===== config.mk =====
export PLATFORM = sky130hd
export DESIGN_NAME = dtp_task_regs
export DESIGN_NICKNAME = d
export VERILOG_FILES = /design/src/dtp_pkg.sv /design/src/dtp_step_reg.sv /design/src/dtp_task_regs.sv
export VERILOG_INCLUDE_DIRS = /design/src
export SDC_FILE = /design/constraint.sdc
export NUM_CORES = 1
export LEC_CHECK = 0
export BUFFER_PORTS_ARGS = -buffer_cell sky130_fd_sc_hd__buf_4
export CAP_MARGIN = 20
export CELL_PAD_IN_SITES_DETAIL_PLACEMENT = 0
export CELL_PAD_IN_SITES_GLOBAL_PLACEMENT = 1
export CORE_MARGIN = 4
export CORE_UTILIZATION = 41
export DETAILED_ROUTE_END_ITERATION = 8
export HOLD_SLACK_MARGIN = 0.02
export MAX_ROUTING_LAYER = met4
export PLACE_DENSITY = 0.81
export SYNTH_ARGS = -nofsm -noshare
export SYNTH_HDL_FRONTEND = slang
export SYNTH_HIERARCHICAL = 1
export SYNTH_SLANG_ARGS = --single-unit
export TNS_END_PERCENT = 10

===== constraint.sdc =====
create_clock -name mclk -period 2.2 [get_ports mclk]
set_input_delay 0.33 -clock mclk [delete_from_list [all_inputs] [get_ports mclk]]
set_output_delay 0.33 -clock mclk [all_outputs]
set_load 0.05 [all_outputs]

===== src/dtp_defs.svh =====
// dtp_defs.svh: offsets, field positions, reset values and codes of the
// task parameter and fault registers.
// assumes: included by bare name; definitions only.
`ifndef DTP_DEFS_SVH
`define DTP_DEFS_SVH

`define DTP_OFS_FAULT 10'h1F1
`define DTP_OFS_COUNT 10'h1F2
`define DTP_OFS_SECTOR 10'h1F3
`define DTP_OFS_TRK_LO 10'h1F4
`define DTP_OFS_TRK_HI 10'h1F5

`define DTP_BIT_BADBLK 7
`define DTP_BIT_ECC 6
`define DTP_BIT_HDRMISS 4
`define DTP_BIT_ABORT 2
`define DTP_BIT_TRK0 1
`define DTP_BIT_DAMMISS 0

`define DTP_RST_BYTE 8'h00
`define DTP_TRK_HI_MASK 8'h03
`define DTP_RESTORE_STEPS 11'h7FF

`define DTP_DIAG_OK 8'h01
`define DTP_DIAG_CORE 8'h02
`define DTP_DIAG_BUFRAM 8'h03
`define DTP_DIAG_REGACC 8'h04
`define DTP_DIAG_ROMRAM 8'h05

`endif


===== src/dtp_pkg.sv =====
// dtp_pkg.sv: types shared by the task parameter register bank.
// assumes: compiled before the design modules.
package dtp_pkg;

    typedef struct packed {
        logic cs;
        logic rd;
        logic wr;
        logic [9:0] addr;
        logic [7:0] wdata;
    } dtp_bus_s;

    typedef struct packed {
        logic badBlock;
        logic eccFail;
        logic headerMiss;
        logic driveFault;
        logic restoreStep;
        logic trackZero;
        logic dataMarkMiss;
        logic cmdInvalid;
        logic seekIncomplete;
    } dtp_evt_s;

    typedef enum logic [2:0] {
        DTP_IDLE = 3'b001,
        DTP_RUN = 3'b010,
        DTP_DIAG = 3'b100
    } dtp_state_e;

    typedef struct packed {
        logic [7:0] stepCnt;
        logic [7:0] rdata;
    } dtp_step_s;

endpackage


===== src/dtp_step_reg.sv =====
`timescale 1ns/1ps
// dtp_step_reg.sv: one host-writable byte register that the device can step.
// assumes: write and step never asserted together by the parent.
module dtp_step_reg #(
    parameter bit UP = 1'b1
) (
    input wire logic mclk,
    input wire logic rstSync_n,
    input wire logic wrEn,
    input wire logic [7:0] wrData,
    input wire logic step,
    output logic [7:0] value
);
    import dtp_pkg::*;
    `include "dtp_defs.svh"

    logic [7:0] value_r;
    logic [7:0] value_nxt;

    always_comb begin
        value_nxt = value_r;
        if (wrEn) begin
            value_nxt = wrData;
        end else if (step) begin
            value_nxt = UP ? value_r + 8'h01 : value_r - 8'h01;
        end
    end

    always_ff @(posedge mclk or negedge rstSync_n) begin
        if (!rstSync_n) begin
            value_r <= `DTP_RST_BYTE;
        end else begin
            value_r <= value_nxt;
        end
    end

    assign value = value_r;
endmodule // dtp_step_reg


===== src/dtp_task_regs.sv =====
`timescale 1ns/1ps
// dtp_task_regs.sv: fault cause, sector count, sector number and track
// address registers of the disk controller, on the 8-bit I/O port path.
// assumes: I/O strobes synchronous to mclk, one cycle per access; event
// inputs are one-cycle pulses from the sequencing and stepping logic.
//
// Functional notes
// - bad block marking in a sector header sets fault bit 7.
// - uncorrectable ECC syndrome sets fault bit 6.
// - header not matched in eight revolutions or header CRC sets bit 4.
// - command issued while drive not ready or write fault sets bit 2.
// - 2047 restore steps without track zero sets fault bit 1.
// - header found but no data address mark sets fault bit 0.
// - power-up and diagnose load a self-test result code.
// - result codes 01H ok, 02H core, 03H RAM, 04H register, 05H ROM.
// - sector count decrements after each sector done.
// - sector number increments after each sector done.
// - track low holds cylinder bits 7-0, host read and write.
// - track high holds cylinder bits 9-8; bits 7-2 read zero.
// - any command error, invalid code or no seek complete, aborts.
module dtp_task_regs (
    input wire logic mclk,
    input wire logic rst_n,
    input dtp_pkg::dtp_bus_s ioBus,
    output logic [7:0] ioRdata,
    output logic ioRdValid,
    input wire logic cmdAccept,
    input wire logic cmdIsRestore,
    input wire logic cmdIsDiag,
    input wire logic driveReady,
    input wire logic writeFault,
    input dtp_pkg::dtp_evt_s evt,
    input wire logic sectorDone,
    input wire logic diagDone,
    input wire logic [7:0] diagCode,
    output logic cmdAbort,
    output logic faultAny,
    output logic diagBusy,
    output logic [9:0] trackAddr,
    output logic [7:0] firstSector,
    output logic [7:0] sectorsLeft
);
    import dtp_pkg::*;
    `include "dtp_defs.svh"

    typedef struct packed {
        dtp_state_e state;
        logic [7:0] fault;
        logic [7:0] trkLo;
        logic [1:0] trkHi;
        logic [10:0] steps;
        logic [7:0] rdata;
        logic rdValid;
        logic abort;
    } dtp_core_s;

    ////////////////////////////////////////////////////////////////////////
    // reset release
    logic rstMeta_r;
    logic rstSync_n;
    always_ff @(posedge mclk or negedge rst_n) begin
        if (!rst_n) begin
            rstMeta_r <= 1'b0;
            rstSync_n <= 1'b0;
        end else begin
            rstMeta_r <= 1'b1;
            rstSync_n <= rstMeta_r;
        end
    end

    ////////////////////////////////////////////////////////////////////////
    // decode
    logic wrStb;
    logic rdStb;
    logic wrCount;
    logic wrSector;
    logic [7:0] countVal;
    logic [7:0] sectorVal;
    logic running;
    logic stepOk;
    assign wrStb = ioBus.cs & ioBus.wr;
    assign rdStb = ioBus.cs & ioBus.rd;
    assign wrCount = wrStb && ioBus.addr == `DTP_OFS_COUNT;
    assign wrSector = wrStb && ioBus.addr == `DTP_OFS_SECTOR;

    dtp_core_s core_r;
    dtp_core_s core_nxt;
    assign running = core_r.state == DTP_RUN;
    assign stepOk = running & sectorDone & ~wrCount & ~wrSector;

    // sector count steps down, sector number up, per finished sector
    dtp_step_reg #(.UP(1'b0)) uCount (
        .mclk(mclk),
        .rstSync_n(rstSync_n),
        .wrEn(wrCount),
        .wrData(ioBus.wdata),
        .step(stepOk),
        .value(countVal)
    );

    dtp_step_reg #(.UP(1'b1)) uSector (
        .mclk(mclk),
        .rstSync_n(rstSync_n),
        .wrEn(wrSector),
        .wrData(ioBus.wdata),
        .step(stepOk),
        .value(sectorVal)
    );

    ////////////////////////////////////////////////////////////////////////
    // next state
    logic [7:0] setBits;
    logic abortNow;
    always_comb begin
        core_nxt = core_r;
        core_nxt.rdValid = 1'b0;
        core_nxt.abort = 1'b0;
        setBits = 8'h00;
        abortNow = 1'b0;
        case (core_r.state)
            DTP_IDLE: begin
                if (cmdAccept) begin
                    core_nxt.fault = 8'h00;
                    core_nxt.steps = 11'h000;
                    abortNow = ~driveReady | writeFault | evt.cmdInvalid
                        | evt.seekIncomplete;
                    if (abortNow) begin
                        core_nxt.fault[`DTP_BIT_ABORT] = 1'b1;
                        core_nxt.abort = 1'b1;
                    end else if (cmdIsDiag) begin
                        core_nxt.state = DTP_DIAG;
                    end else begin
                        core_nxt.state = DTP_RUN;
                    end
                end
            end
            DTP_RUN: begin
                setBits[`DTP_BIT_BADBLK] = evt.badBlock;
                setBits[`DTP_BIT_ECC] = evt.eccFail;
                setBits[`DTP_BIT_HDRMISS] = evt.headerMiss;
                setBits[`DTP_BIT_DAMMISS] = evt.dataMarkMiss;
                if (~driveReady | writeFault | evt.driveFault) begin
                    setBits[`DTP_BIT_ABORT] = 1'b1;
                end
                if (cmdIsRestore && evt.restoreStep
                    && core_r.steps != `DTP_RESTORE_STEPS) begin
                    core_nxt.steps = core_r.steps + 11'h001;
                end
                if (cmdIsRestore && !evt.trackZero
                    && core_r.steps == `DTP_RESTORE_STEPS) begin
                    setBits[`DTP_BIT_TRK0] = 1'b1;
                end
                core_nxt.fault = core_r.fault | setBits;
                if (setBits[`DTP_BIT_ABORT] || setBits[`DTP_BIT_TRK0]) begin
                    core_nxt.abort = 1'b1;
                    core_nxt.state = DTP_IDLE;
                end else if (cmdIsRestore && evt.trackZero) begin
                    core_nxt.state = DTP_IDLE;
                end else if (!cmdIsRestore && stepOk
                    && countVal == 8'h01) begin
                    core_nxt.state = DTP_IDLE;
                end
            end
            DTP_DIAG: begin
                if (diagDone) begin
                    core_nxt.fault = diagCode;
                    core_nxt.state = DTP_IDLE;
                end
            end
            default: begin
                core_nxt.state = DTP_IDLE;
            end
        endcase
        if (wrStb && ioBus.addr == `DTP_OFS_TRK_LO) begin
            core_nxt.trkLo = ioBus.wdata;
        end
        if (wrStb && ioBus.addr == `DTP_OFS_TRK_HI) begin
            core_nxt.trkHi = ioBus.wdata[1:0];
        end
        if (rdStb) begin
            core_nxt.rdValid = 1'b1;
            case (ioBus.addr)
                `DTP_OFS_FAULT: core_nxt.rdata = core_r.fault;
                `DTP_OFS_COUNT: core_nxt.rdata = countVal;
                `DTP_OFS_SECTOR: core_nxt.rdata = sectorVal;
                `DTP_OFS_TRK_LO: core_nxt.rdata = core_r.trkLo;
                `DTP_OFS_TRK_HI: core_nxt.rdata = {6'h00, core_r.trkHi};
                default: core_nxt.rdata = 8'h00;
            endcase
        end
    end

    ////////////////////////////////////////////////////////////////////////
    // registers; power-up runs the self-test state first
    always_ff @(posedge mclk or negedge rstSync_n) begin
        if (!rstSync_n) begin
            core_r.state <= DTP_DIAG;
            core_r.fault <= `DTP_RST_BYTE;
            core_r.trkLo <= `DTP_RST_BYTE;
            core_r.trkHi <= 2'h0;
            core_r.steps <= 11'h000;
            core_r.rdata <= `DTP_RST_BYTE;
            core_r.rdValid <= 1'b0;
            core_r.abort <= 1'b0;
        end else begin
            core_r <= core_nxt;
        end
    end

    ////////////////////////////////////////////////////////////////////////
    // outputs
    assign ioRdata = core_r.rdata;
    assign ioRdValid = core_r.rdValid;
    assign cmdAbort = core_r.abort;
    assign faultAny = core_r.fault != 8'h00 && core_r.state != DTP_DIAG;
    assign diagBusy = core_r.state == DTP_DIAG;
    assign trackAddr = {core_r.trkHi, core_r.trkLo};
    assign firstSector = sectorVal;
    assign sectorsLeft = countVal;
endmodule // dtp_task_regs


* Yosys cells after proc, flatten, opt, wreduce, memory -nomap -nowiden
Index checks and enable logic that the tools add are counted.
** Operators by class
- Bitwise logic cells :: 13
- Eq/ne operators :: 17
- Reductions and logical operators :: 23
- Mux-type cells :: 26
- Add/subtract/negate cells :: 3
** Operators by type and width (number)
- equality test 10 x 9 -> 1 bit, second input constant :: 5
- 2-to-1 mux 11 bit :: 4
- case mux 8 bit (5 select lines) :: 1
- 2-to-1 mux 8 bit :: 4
- case mux 8 bit (3 select lines) :: 1
- case mux 11 bit (2 select lines) :: 1
- 2-to-1 mux 3 bit :: 5
- logical AND 1 bit :: 12
- adder 11 x 1 -> 11 bit, second input constant :: 1
- equality test 11 bit, second input constant :: 1
- inequality test 11 bit, second input constant :: 1
- case mux 3 bit (3 select lines) :: 1
- adder 8 x 1 -> 8 bit, second input constant :: 1
- equality test 8 x 1 -> 1 bit, second input constant :: 1
- 2-to-1 mux 1 bit :: 8
- OR 8 bit :: 1
- nonzero test 8 bit :: 1
- subtractor 8 x 1 -> 8 bit, second input constant :: 1
- inequality test 2 bit, second input constant :: 3
- AND reduction 3 bit :: 2
- nonzero test 2 bit :: 3
- bitwise AND 1 bit :: 5
- inequality test 4 x 1 -> 1 bit, second input constant :: 1
- OR 1 bit :: 4
- 11 further kinds :: 14
** Word-level totals
- Word-level logic and storage cells :: 94
- Register bits after elaboration :: 60

* Longest topological paths before layout
Gate-level depths: netlist (run 1).
- Depth after elaboration :: 11
- Gate-level depth with buffers :: 8
- Depth with buffers taken out :: 7

* By module
The synthesis (run 1) kept the hierarchy.
** By module, submodules not included
- dtp_task_regs :: area an instance 2608.8 um^2, instances 1, cells each 266
- dtp_step_reg at uCount :: area an instance 466.7 um^2, instances 1, cells each 53
- dtp_step_reg at uSector :: area an instance 450.4 um^2, instances 1, cells each 49

* Least setup slack after synthesis (run 1)
Ideal clock, no wire load.
- Path kind :: register to output
- From :: reg core_r[41] in the netlist's numbering
- To :: out faultAny
- Slack :: -0.220 ns
- Cell stages (with the launch flop) :: 4
- Required time :: 1.870 ns
- Arrival time :: 2.090 ns
- Cells stage by stage :: dfstp_2 nor3b_1 clkbuf_1 a21oi_1
** Between the ends
- Cells in the longest elaborated chain, start to end :: 2
** RTL lines
- start: declaration :: RTL line dtp_task_regs.sv:86 : dtp_core_s core_r;
- start signal: assignment :: RTL line dtp_task_regs.sv:206 : core_r <= core_nxt;
- inequality test 3 bit :: RTL line dtp_task_regs.sv:215 : assign faultAny = core_r.fault != 8'h00 && core_r.state != DTP_DIAG;
- logical AND 1 bit :: RTL line dtp_task_regs.sv:215
- end: declaration :: RTL line dtp_task_regs.sv:37 : output logic faultAny,
No other way between the ends.

* Worst setup path in the final report (run 1)
- From :: reg core_r[40] in the netlist's numbering
- To :: reg core_r[14] in the netlist's numbering
** Between the ends
- Cells in the longest elaborated chain, start to end :: 3
** RTL lines
- equality test 3 x 2 -> 1 bit / equality test 3 x 1 -> 1 bit (equally long branches) :: RTL line dtp_task_regs.sv:120 : case (core_r.state)
- inequality test 2 x 1 -> 1 bit (no line), or another cell as far along
- AND reduction 3 bit (no line)
Several ways; a longest one is shown, not always the timed one.
A chain may end at the register's enable or synchronous reset.

==> results.txt, run 1 <==
The share of flip-flops with an asynchronous set or reset is 100%. The filler cell count in the final layout came out at 770. The I/O pin count is 85.

The peak ir drop on the vdd network came out at about 440 µV. Before antenna repair, the detailed router went through 4 iterations. The region available for standard cell placement spans 8300 µm².

The clock skew is between 0.008 and 0.009 ns. The last weighted congestion value of the routability-driven placer is 0.817. The flip-flop and latch count after synthesis is 60. The number of placement rows came out at 33.

Of the total synthesized cell area, the portion taken by full adders, half adders and majority gates is approximately 1.1%. Buffers added to address setup during post-CTS repair amount to 0. The number of sinks handled by clock tree synthesis came out at 60. The area growth from synthesis to layout is 26.0%. The clock root buffer is sky130_fd_sc_hd__clkbuf_8. The number of antenna cells inserted came out at 0. The number of input and output port buffers inserted came out at 84.

The number of antenna violations at the first check in global routing is 0. The data required time of the critical path is 2.46 ns. The transition at the pin with the smallest max-transition slack is about 0.75 ns. The ratio of cells with drive above 1 in the final layout is between 30% and 40%. In the routed layout, each cell is associated on average with a via count of between 5 and 6. Dividing total power by cell area gives a power density of a little under 700 nW/µm². For this run, the number of Yosys warnings is 6. The number of max-cap violations came out at 0.

The total standard cell area after synthesis came out at ~3500 µm². The total global-route track usage is 19.5%. The data arrival time at the worst-slack endpoint is approximately 2.2 ns. The post-synthesis share of cell area spent on xor and xnor gates came out at under 10%. The maximum frequency from static timing analysis is between 0.5 and 0.6 GHz. The clock period minus worst slack is ~2.0 ns.

The number of synthesized flops with an enable pin is 0. The most used flip-flop cell after synthesis is sky130_fd_sc_hd__dfrtp_1. STA classifies the critical path endpoint as a flop.

Leaving out fill and tap cells, the most frequent cell in the layout is sky130_fd_sc_hd__buf_4. The clock-pin transition on the worst setup and hold timing paths is about 0.070 ns. The overall via count from detail_route came out at about 3,000.

The area fraction in and, or, nand and nor cells after synthesis is 23.5%. The maximum fanout along the worst path is 8. After detailed routing, the average wire length per cell comes to 17.0 µm. The sequential cell area fraction in the yosys report came out at 42.6%. The number of instances in the synthesized netlist came out at 368. The slack of the worst reg-to-reg path came out at about 0.23 ns. Leaving out fill and tap cells, the most frequent cells in the layout are 101 x sky130_fd_sc_hd__buf_4, 58 x sky130_fd_sc_hd__dfrtp_1, 48 x sky130_fd_sc_hd__nand2_1. The run finished with clean final reports. The finished layout holds about 560 standard cells, fillers aside. After synthesis, the largest family of logic cells by area is simple AND/OR/NAND/NOR gates. The final-report hold violation count is 0. The worst register-to-register path ends at core_r[14]$_DFFE_PN0P_.

The number of CTS-inserted buffers came out at 9. The clock passes through at most 2 buffers. The horizontal die dimension is 101 µm. Each instance of the synthesized netlist takes up on average around 9.6 µm².

The count of pins over their slew limit is 0. The synthesized netlist devotes between 10% and 20% of its cell area to compound gates. The clock insertion delay at the later pin of the skew report is ~0.35 ns. The placed wire-length estimate is 7.05 mm.

The worst setup path is launched from a flop. The number of cells in the design after placement is approximately 540. For this configuration, the core starts out at a cell density of a little over two fifths. Setup repair after global routing left no endpoint under its margin.

In the synthesized netlist, mux cells make up 7.77% of the area. The number of H-tree levels came out at 3. The synthesized netlist net count is around 420.

The detail route stage leaves a number of antenna-violating nets equal to 0. Counting distinct cell types in the post-synthesis netlist gives between 60 and 70. The maximum number of pins on one net before global-route repair came out at 59. The critical path startpoint is core_r[40]$_DFFE_PN0P_.

The global-route congestion overflow total is 0. The via count of the first global-routing pass is about 3,000. Of the available clock period, the critical path in the final layout requires 89.7%. In this run the worst hold path is classified as primary input to flop. The first routing iteration left 223 violations. The wire length reported by the detailed router is between 9 and 10 mm. Setup violations remaining at the end of the flow were counted as 0. The die covers between 10,000 and 15,000 µm². The number of nets in the finished design is between 400 and 500. The kind of critical path is flop to flop. The leakage dissipation is between 2 and 2.5 nW.

In this run the worst setup path terminates at core_r[14]$_DFFE_PN0P_. The source of the worst register-to-register timing path is core_r[40]$_DFFE_PN0P_. Measured along the y axis, the die boundary spans 101 µm. The count of cells along the worst register-to-register path came out at 6. At the end of the flow the core is filled with cells to 53.5%. The detailed-route DRC error count is 0. The TritonCTS clock tree is built. The worst slew slack as a fraction of its limit came out at around 50%. The first global-routing pass estimated ~15 mm of wire.
[registers in the layout, indices dropped and copies added (netlist names)]
signal	cells
core_r	22
trackAddr	10
ioRdata	8
uCount/value	8
uSector/value	8
cmdAbort	1
ioRdValid	1
rstMeta_r	1
rstSync_n	1
[cell type report]
cell class	count	area, µm²	area share, %
repair buffers	103	788	17.7
multi-input cells	263	1780	40.0
inverters	11	41.3	0.929
well taps	105	131	2.96
flip-flops and latches	60	1500	33.8
clock buffers	11	151	3.41
clock inverters	5	50.0	1.13
[cells in the mapped netlist (8+ instances only)]
cell / number / area [µm²]
sky130_fd_sc_hd__mux2i_1: 12 / 120
sky130_fd_sc_hd__buf_4: 19 / 143
sky130_fd_sc_hd__a22oi_1: 8 / 60.1
sky130_fd_sc_hd__a21oi_1: 12 / 60.1
sky130_fd_sc_hd__nand3_1: 19 / 95.1
sky130_fd_sc_hd__nor2b_1: 9 / 56.3
sky130_fd_sc_hd__nand2_1: 48 / 180
sky130_fd_sc_hd__inv_1: 11 / 41.3
sky130_fd_sc_hd__o21ai_0: 25 / 125
sky130_fd_sc_hd__dfrtp_1: 59 / 1480
sky130_fd_sc_hd__nor2_1: 9 / 33.8
sky130_fd_sc_hd__mux2_2: 11 / 124
sky130_fd_sc_hd__clkbuf_1: 10 / 37.5
[where the power goes]
group / internal [mW] / leakage (nW) / total [mW] / switching, mW
logic: 0.289 / 1.13 / 0.708 / 0.420
clock network: 0.577 / 0.109 / 1.03 / 0.453
registers: 1.18 / 0.804 / 1.28 / 0.0997
total: 2.04 / 2.04 / 3.02 / 0.972
[metal layers]
| metal | up-vias | track usage, % | routed length, µm |
|---|---|---|---|
| met5 | - | - | 0 |
| met4 | 0 | 6.42 | 78 |
| met3 | 6 | 3.25 | 469 |
| met2 | 60 | 29.3 | 4470 |
| met1 | 1507 | 26.8 | 4470 |
| li1 | 1497 | - | - |
[stage by stage]
| step | setup TNS (ns) | power [mW] | hold slack (ns) | worst slack (ns) | instance area (µm²) |
|---|---|---|---|---|---|
| 3_5_place_dp | -0.426 | 2.01 | 0.114 | -0.0991 | 4230 |
| 2_1_floorplan | 0 | 1.73 | 0.0344 | 0.0470 | 3530 |
| 3_3_place_gp | -0.211 | 1.99 | 0.113 | -0.0809 | 4230 |
| 5_1_grt | 0 | 3.13 | 0.171 | 0.111 | 4440 |
| 4_1_cts | 0 | 3.03 | 0.155 | 0.0778 | 4440 |
| 6_report | 0 | 3.02 | 0.155 | 0.226 | 4440 |
[how the worst min path moves through the flow]
| stage | end | slack, ns | from | cells after the start |
|---|---|---|---|---|
| 6_report | core_r[41]$_DFFE_PN1P_ | 0.16 | diagDone | 2 |
| 5_1_grt | core_r[41]$_DFFE_PN1P_ | 0.17 | diagDone | 2 |
| 3_5_place_dp | rstMeta_r$_DFF_PN0_ | 0.11 | rst_n | 1 |
| 3_3_place_gp | rstMeta_r$_DFF_PN0_ | 0.11 | rst_n | 1 |
| 4_1_cts | core_r[41]$_DFFE_PN1P_ | 0.15 | diagDone | 2 |
| 2_1_floorplan | rstMeta_r$_DFF_PN0_ | 0.03 | rst_n | 0 |
[worst max-delay path, cell delays in order (launching register included)]
cell and delay [ns]:
sky130_fd_sc_hd__dfrtp_1 0.38, sky130_fd_sc_hd__buf_4 0.16, sky130_fd_sc_hd__and3b_1 0.22, sky130_fd_sc_hd__o21ai_0 0.20, sky130_fd_sc_hd__buf_4 0.25, sky130_fd_sc_hd__or4_1 0.48
sky130_fd_sc_hd__a21oi_1 0.20
[logic make-up (layout without fill, tap and decap cells)]
logic type,Yosys count,in the layout
xor gates and xnor gates,8,8
muxes,25,25
buffers and inverters,45,130
adders and majority gates,3,3
DFF,60,60
and+or+nand+nor,142,142
other,1,1
AOI/OAI and AO/OA,84,84
[repair_timing]
item	CTS	global route
hold buffers	1	0
hold endpoints to repair	2	0
endpoints found under the setup margin	0	4
resized for setup	0	1
Power figures use the tool's default switching activity.
==> run 2: changes to the inputs <==
--- a/config.mk
+++ b/config.mk
@@ -6,16 +6,17 @@
 export SDC_FILE = /design/constraint.sdc
 export NUM_CORES = 1
 export LEC_CHECK = 0
-export BUFFER_PORTS_ARGS = -buffer_cell sky130_fd_sc_hd__buf_4
+export BUFFER_PORTS_ARGS = -buffer_cell sky130_fd_sc_hd__buf_2
 export CAP_MARGIN = 20
 export CELL_PAD_IN_SITES_DETAIL_PLACEMENT = 0
 export CELL_PAD_IN_SITES_GLOBAL_PLACEMENT = 1
 export CORE_MARGIN = 4
-export CORE_UTILIZATION = 41
+export CORE_UTILIZATION = 42
+export CTS_BUF_LIST = sky130_fd_sc_hd__clkbuf_4
 export DETAILED_ROUTE_END_ITERATION = 8
 export HOLD_SLACK_MARGIN = 0.02
 export MAX_ROUTING_LAYER = met4
-export PLACE_DENSITY = 0.81
+export PLACE_DENSITY = 0.82
 export SYNTH_ARGS = -nofsm -noshare
 export SYNTH_HDL_FRONTEND = slang
 export SYNTH_HIERARCHICAL = 1
==> constraint.sdc (replaced) <==
create_clock -name mclk -period 2.2 [get_ports mclk]
set_input_delay 0.44 -clock mclk [delete_from_list [all_inputs] [get_ports mclk]]
set_output_delay 0.44 -clock mclk [all_outputs]
set_load 0.05 [all_outputs]
==> run 2 against run 1 <==
Clock power down 36%. Power down 14%. Sequential power about the same. Hold slack worse by 0.0042 ns. Non-clock buffer count up 3. Global-route usage up 1.2 points. Final cell count up 0.54%. Critical path depth down 2. Sequential share of layout area up 2.1 points. Cell area down 5.9%. Maximum frequency down 5.8%. Critical path type is now flop to output pin. Critical endpoint is now faultAny. Largest cell class unchanged. Highest routed layer unchanged.
==> results.txt, run 2 (synthesized netlist as in run 1, its figures left out) <==
The flow ran to the end, and the final reports show no timing, DRC or antenna violations. The class of the tightest hold or removal check is flop to asynchronous set/reset pin. The clock-pin transition on the worst setup and hold timing paths is 0.10 ns (+0.03 ns). The count of pins over their slew limit is 0 (unchanged). The clock period minus worst slack is 2.10 ns (+0.122 ns). The area growth from synthesis to final layout is 18.5%. Setup repair after global routing left no endpoint under its margin.

The number of H-tree levels came to 3 (unchanged). The last weighted congestion value of the routability-driven placer came out at 0.844 (+3.3%). The final-report hold violation count is 0 (unchanged). The data required time of the critical path was 1.76 ns (-0.70 ns). The clock skew came to 0.0140 ns (+0.00525 ns). The number of buffers on the longest clock path came out at 2 (unchanged). The total global-route track usage came to 20.7% (+1.2 points).

The ratio of cells with drive above 1 in the final layout is 31.6% (-0.21 points). The number of antenna violations at the first check in global routing came out at 0 (unchanged). The placeable core region came out at 8180 µm² (-1.5%). The post-detailed-route count of antenna-violating nets came to 0 (unchanged). The final core utilization was 51.1% (-2.4 points).

The number of nets in the finished design came out at 501 (+0.60%). The initial standard-cell utilization of the core is 43.1% (+0.64 points). The flip-flop count of the largest register after layout is 22 (unchanged). The worst slew slack as a fraction of its limit is 58.7% (+8.8 points).

The maximum fanout along the worst path came out at 15 (+7). The nature of the critical path startpoint is a flop. The via count of the first global-routing pass was 3,136 (+4.6%). The wire length reported by the detailed router came to 9.52 mm (+0.33%). The kind of critical path is flop to output pin.

The largest stage delay on the critical path is 0.58 ns (+0.10 ns). The placed wire-length estimate is 7.17 mm (+1.7%). The DRC violation total after the first TritonRoute iteration is 202 (-9.4%).

The area after detailed placement is 4040 µm² (-4.4%). The global-route congestion overflow total came to 0 (unchanged). The final cell area excluding filler cells is 4180 µm² (-5.9%). The detailed-route DRC error count was 0 (unchanged).

The slowest stage of the critical path belongs to the cell sky130_fd_sc_hd__dfstp_2. The wire length of the first global-routing pass is 15.8 mm (+3.9%). The top cell family by delay on the critical path is flip-flops.

The die outline area came out at 9930 µm² (-2.2%). The number of sinks handled by clock tree synthesis came out at 60 (unchanged). The average vias per placed instance is 5.56 (+1.1%). The I/O pin count was 85 (unchanged). More flip-flops sit in one register than any other, and that register is core_r. The number of endpoints failing setup at the final stage was 0 (unchanged). Traced cell by cell, the critical path runs through nor3b_4 > buf_12 > a21oi_1 > buf_2. The power density over cell area came out at 623 nW/µm² (-8.1%). The maximum number of pins on one net before global-route repair came out at 48 (-19%). The worst setup path is captured at an output pin. The filler cell count in the final layout came out at 797 (+3.5%).

The clock root buffer is sky130_fd_sc_hd__clkbuf_4. The maximum frequency from static timing analysis came out at 0.477 GHz (-5.8%). The transition at the pin with the smallest max-transition slack came out at 0.613 ns (-0.138 ns). The number of antenna cells inserted came out at 0 (unchanged).

The detailed-route wire length per cell came out at 17.0 µm (-0.21%). The final cycle utilization of the critical path came out at 95.3% (+5.6 points). The clock insertion delay at the later pin of the skew report came out at 0.41 ns (+0.06 ns).

Leaving out fill and tap cells, the most frequent cell in the layout is sky130_fd_sc_hd__buf_2. The leakage dissipation is 1.98 nW (-3.2%). The vertical die dimension came to 99.6 µm (-1.1%).

The number of CTS-inserted buffers came to 9 (unchanged). The number of input and output port buffers inserted is 84 (unchanged). The top cell types in the final layout, fill and taps aside, are 84 x sky130_fd_sc_hd__buf_2, 58 x sky130_fd_sc_hd__dfrtp_1, 48 x sky130_fd_sc_hd__nand2_1.

The number of placement rows came to 33 (unchanged). The overall via count from detail_route is 3,120 (+1.6%). The number of max-cap violations was 0 (unchanged). The worst path buffer plus inverter count came out at 2 (unchanged). The first-pass iteration count of the detailed router is 4 (unchanged). The data arrival time at the worst-slack endpoint came to 1.66 ns (-0.57 ns). The horizontal die dimension is 99.6 µm (-1.1%). The peak ir drop on the vdd network came out at 238 µV (-46%). The TritonCTS clock tree is built.
run 2: changes by cell type in the layout (fill, tap and decap cells not counted):
cell                        change
sky130_fd_sc_hd__buf_2         +84
sky130_fd_sc_hd__nor3b_2        -1
sky130_fd_sc_hd__clkbuf_8      -11
sky130_fd_sc_hd__clkbuf_4      +12
sky130_fd_sc_hd__clkinv_1       +2
sky130_fd_sc_hd__and3_1         +1
sky130_fd_sc_hd__bufinv_16      -1
sky130_fd_sc_hd__clkinv_2       -2
sky130_fd_sc_hd__nor3b_4        +1
sky130_fd_sc_hd__and3_2         -1
sky130_fd_sc_hd__buf_12         +1
sky130_fd_sc_hd__buf_4         -82
run 2: final cells by class:
type	instances	area [µm²]	area share, %
multi-input combinational	263	1780	42.6
clock buffer	12	90.1	2.16
timing repair buffer	106	613	14.7
clock inverter	4	17.5	0.419
sequential	60	1500	36.0
inverter	11	41.3	0.988
tap	105	131	3.14
run 2: worst paths after layout:
kind,slack (ns),depth (start not counted),start,end
max,0.10,4,core_r[41]$_DFFE_PN1P_,faultAny
min,0.15,0,rstSync_n$_DFF_PN0_,core_r[17]$_DFFE_PN0P_
max reg2reg,0.17,5,core_r[39]$_DFFE_PN0P_,uSector/value[7]$_DFFE_PN0P_
min reg2reg,0.15,0,rstSync_n$_DFF_PN0_,core_r[17]$_DFFE_PN0P_
max in group asynchronous,1.50,1,rstSync_n$_DFF_PN0_,core_r[38]$_DFFE_PN0P_
min in group mclk,0.21,2,diagDone,core_r[41]$_DFFE_PN1P_
run 2: through the flow:
stage	instances	power [mW]	hold slack (ns)	setup TNS [ns]	setup WS, ns
floorplan	368	1.73	0.144	-0.0127	-0.00858
global placement	543	1.94	0.157	-1.15	-0.156
detailed placement	543	1.96	0.164	-1.48	-0.174
CTS	560	2.62	0.157	0	0.0269
global route	561	2.75	0.175	0	0.0327
finish	561	2.61	0.151	0	0.104
run 2: what timing repair did:
action / in CTS / in global routing
setup endpoints to repair: 2 / 2
resized for setup: 1 / 1
pin swaps: 0 / 0
endpoints found under the hold margin: 2 / 0
buffers inserted: 0 / 1
hold buffers: 1 / 0
run 2: where the power goes:
group          internal, mW  leakage, nW  switching, mW
Sequential             1.18        0.804          0.108
Combinational         0.244         1.11          0.414
Clock                 0.260       0.0662          0.403
Total                  1.68         1.98          0.925
run 2: per-layer routing:
metal / vias to the layer above / share of wire [%] / global-route usage (%) / wire, µm
met4: 0 / 0.77 / 6.30 / 73
met5: - / 0 / - / 0
met1: 1509 / 47 / 28.2 / 4500
met3: 4 / 5.7 / 4.49 / 547
met2: 100 / 46 / 30.9 / 4400
li1: 1507 / - / - / -
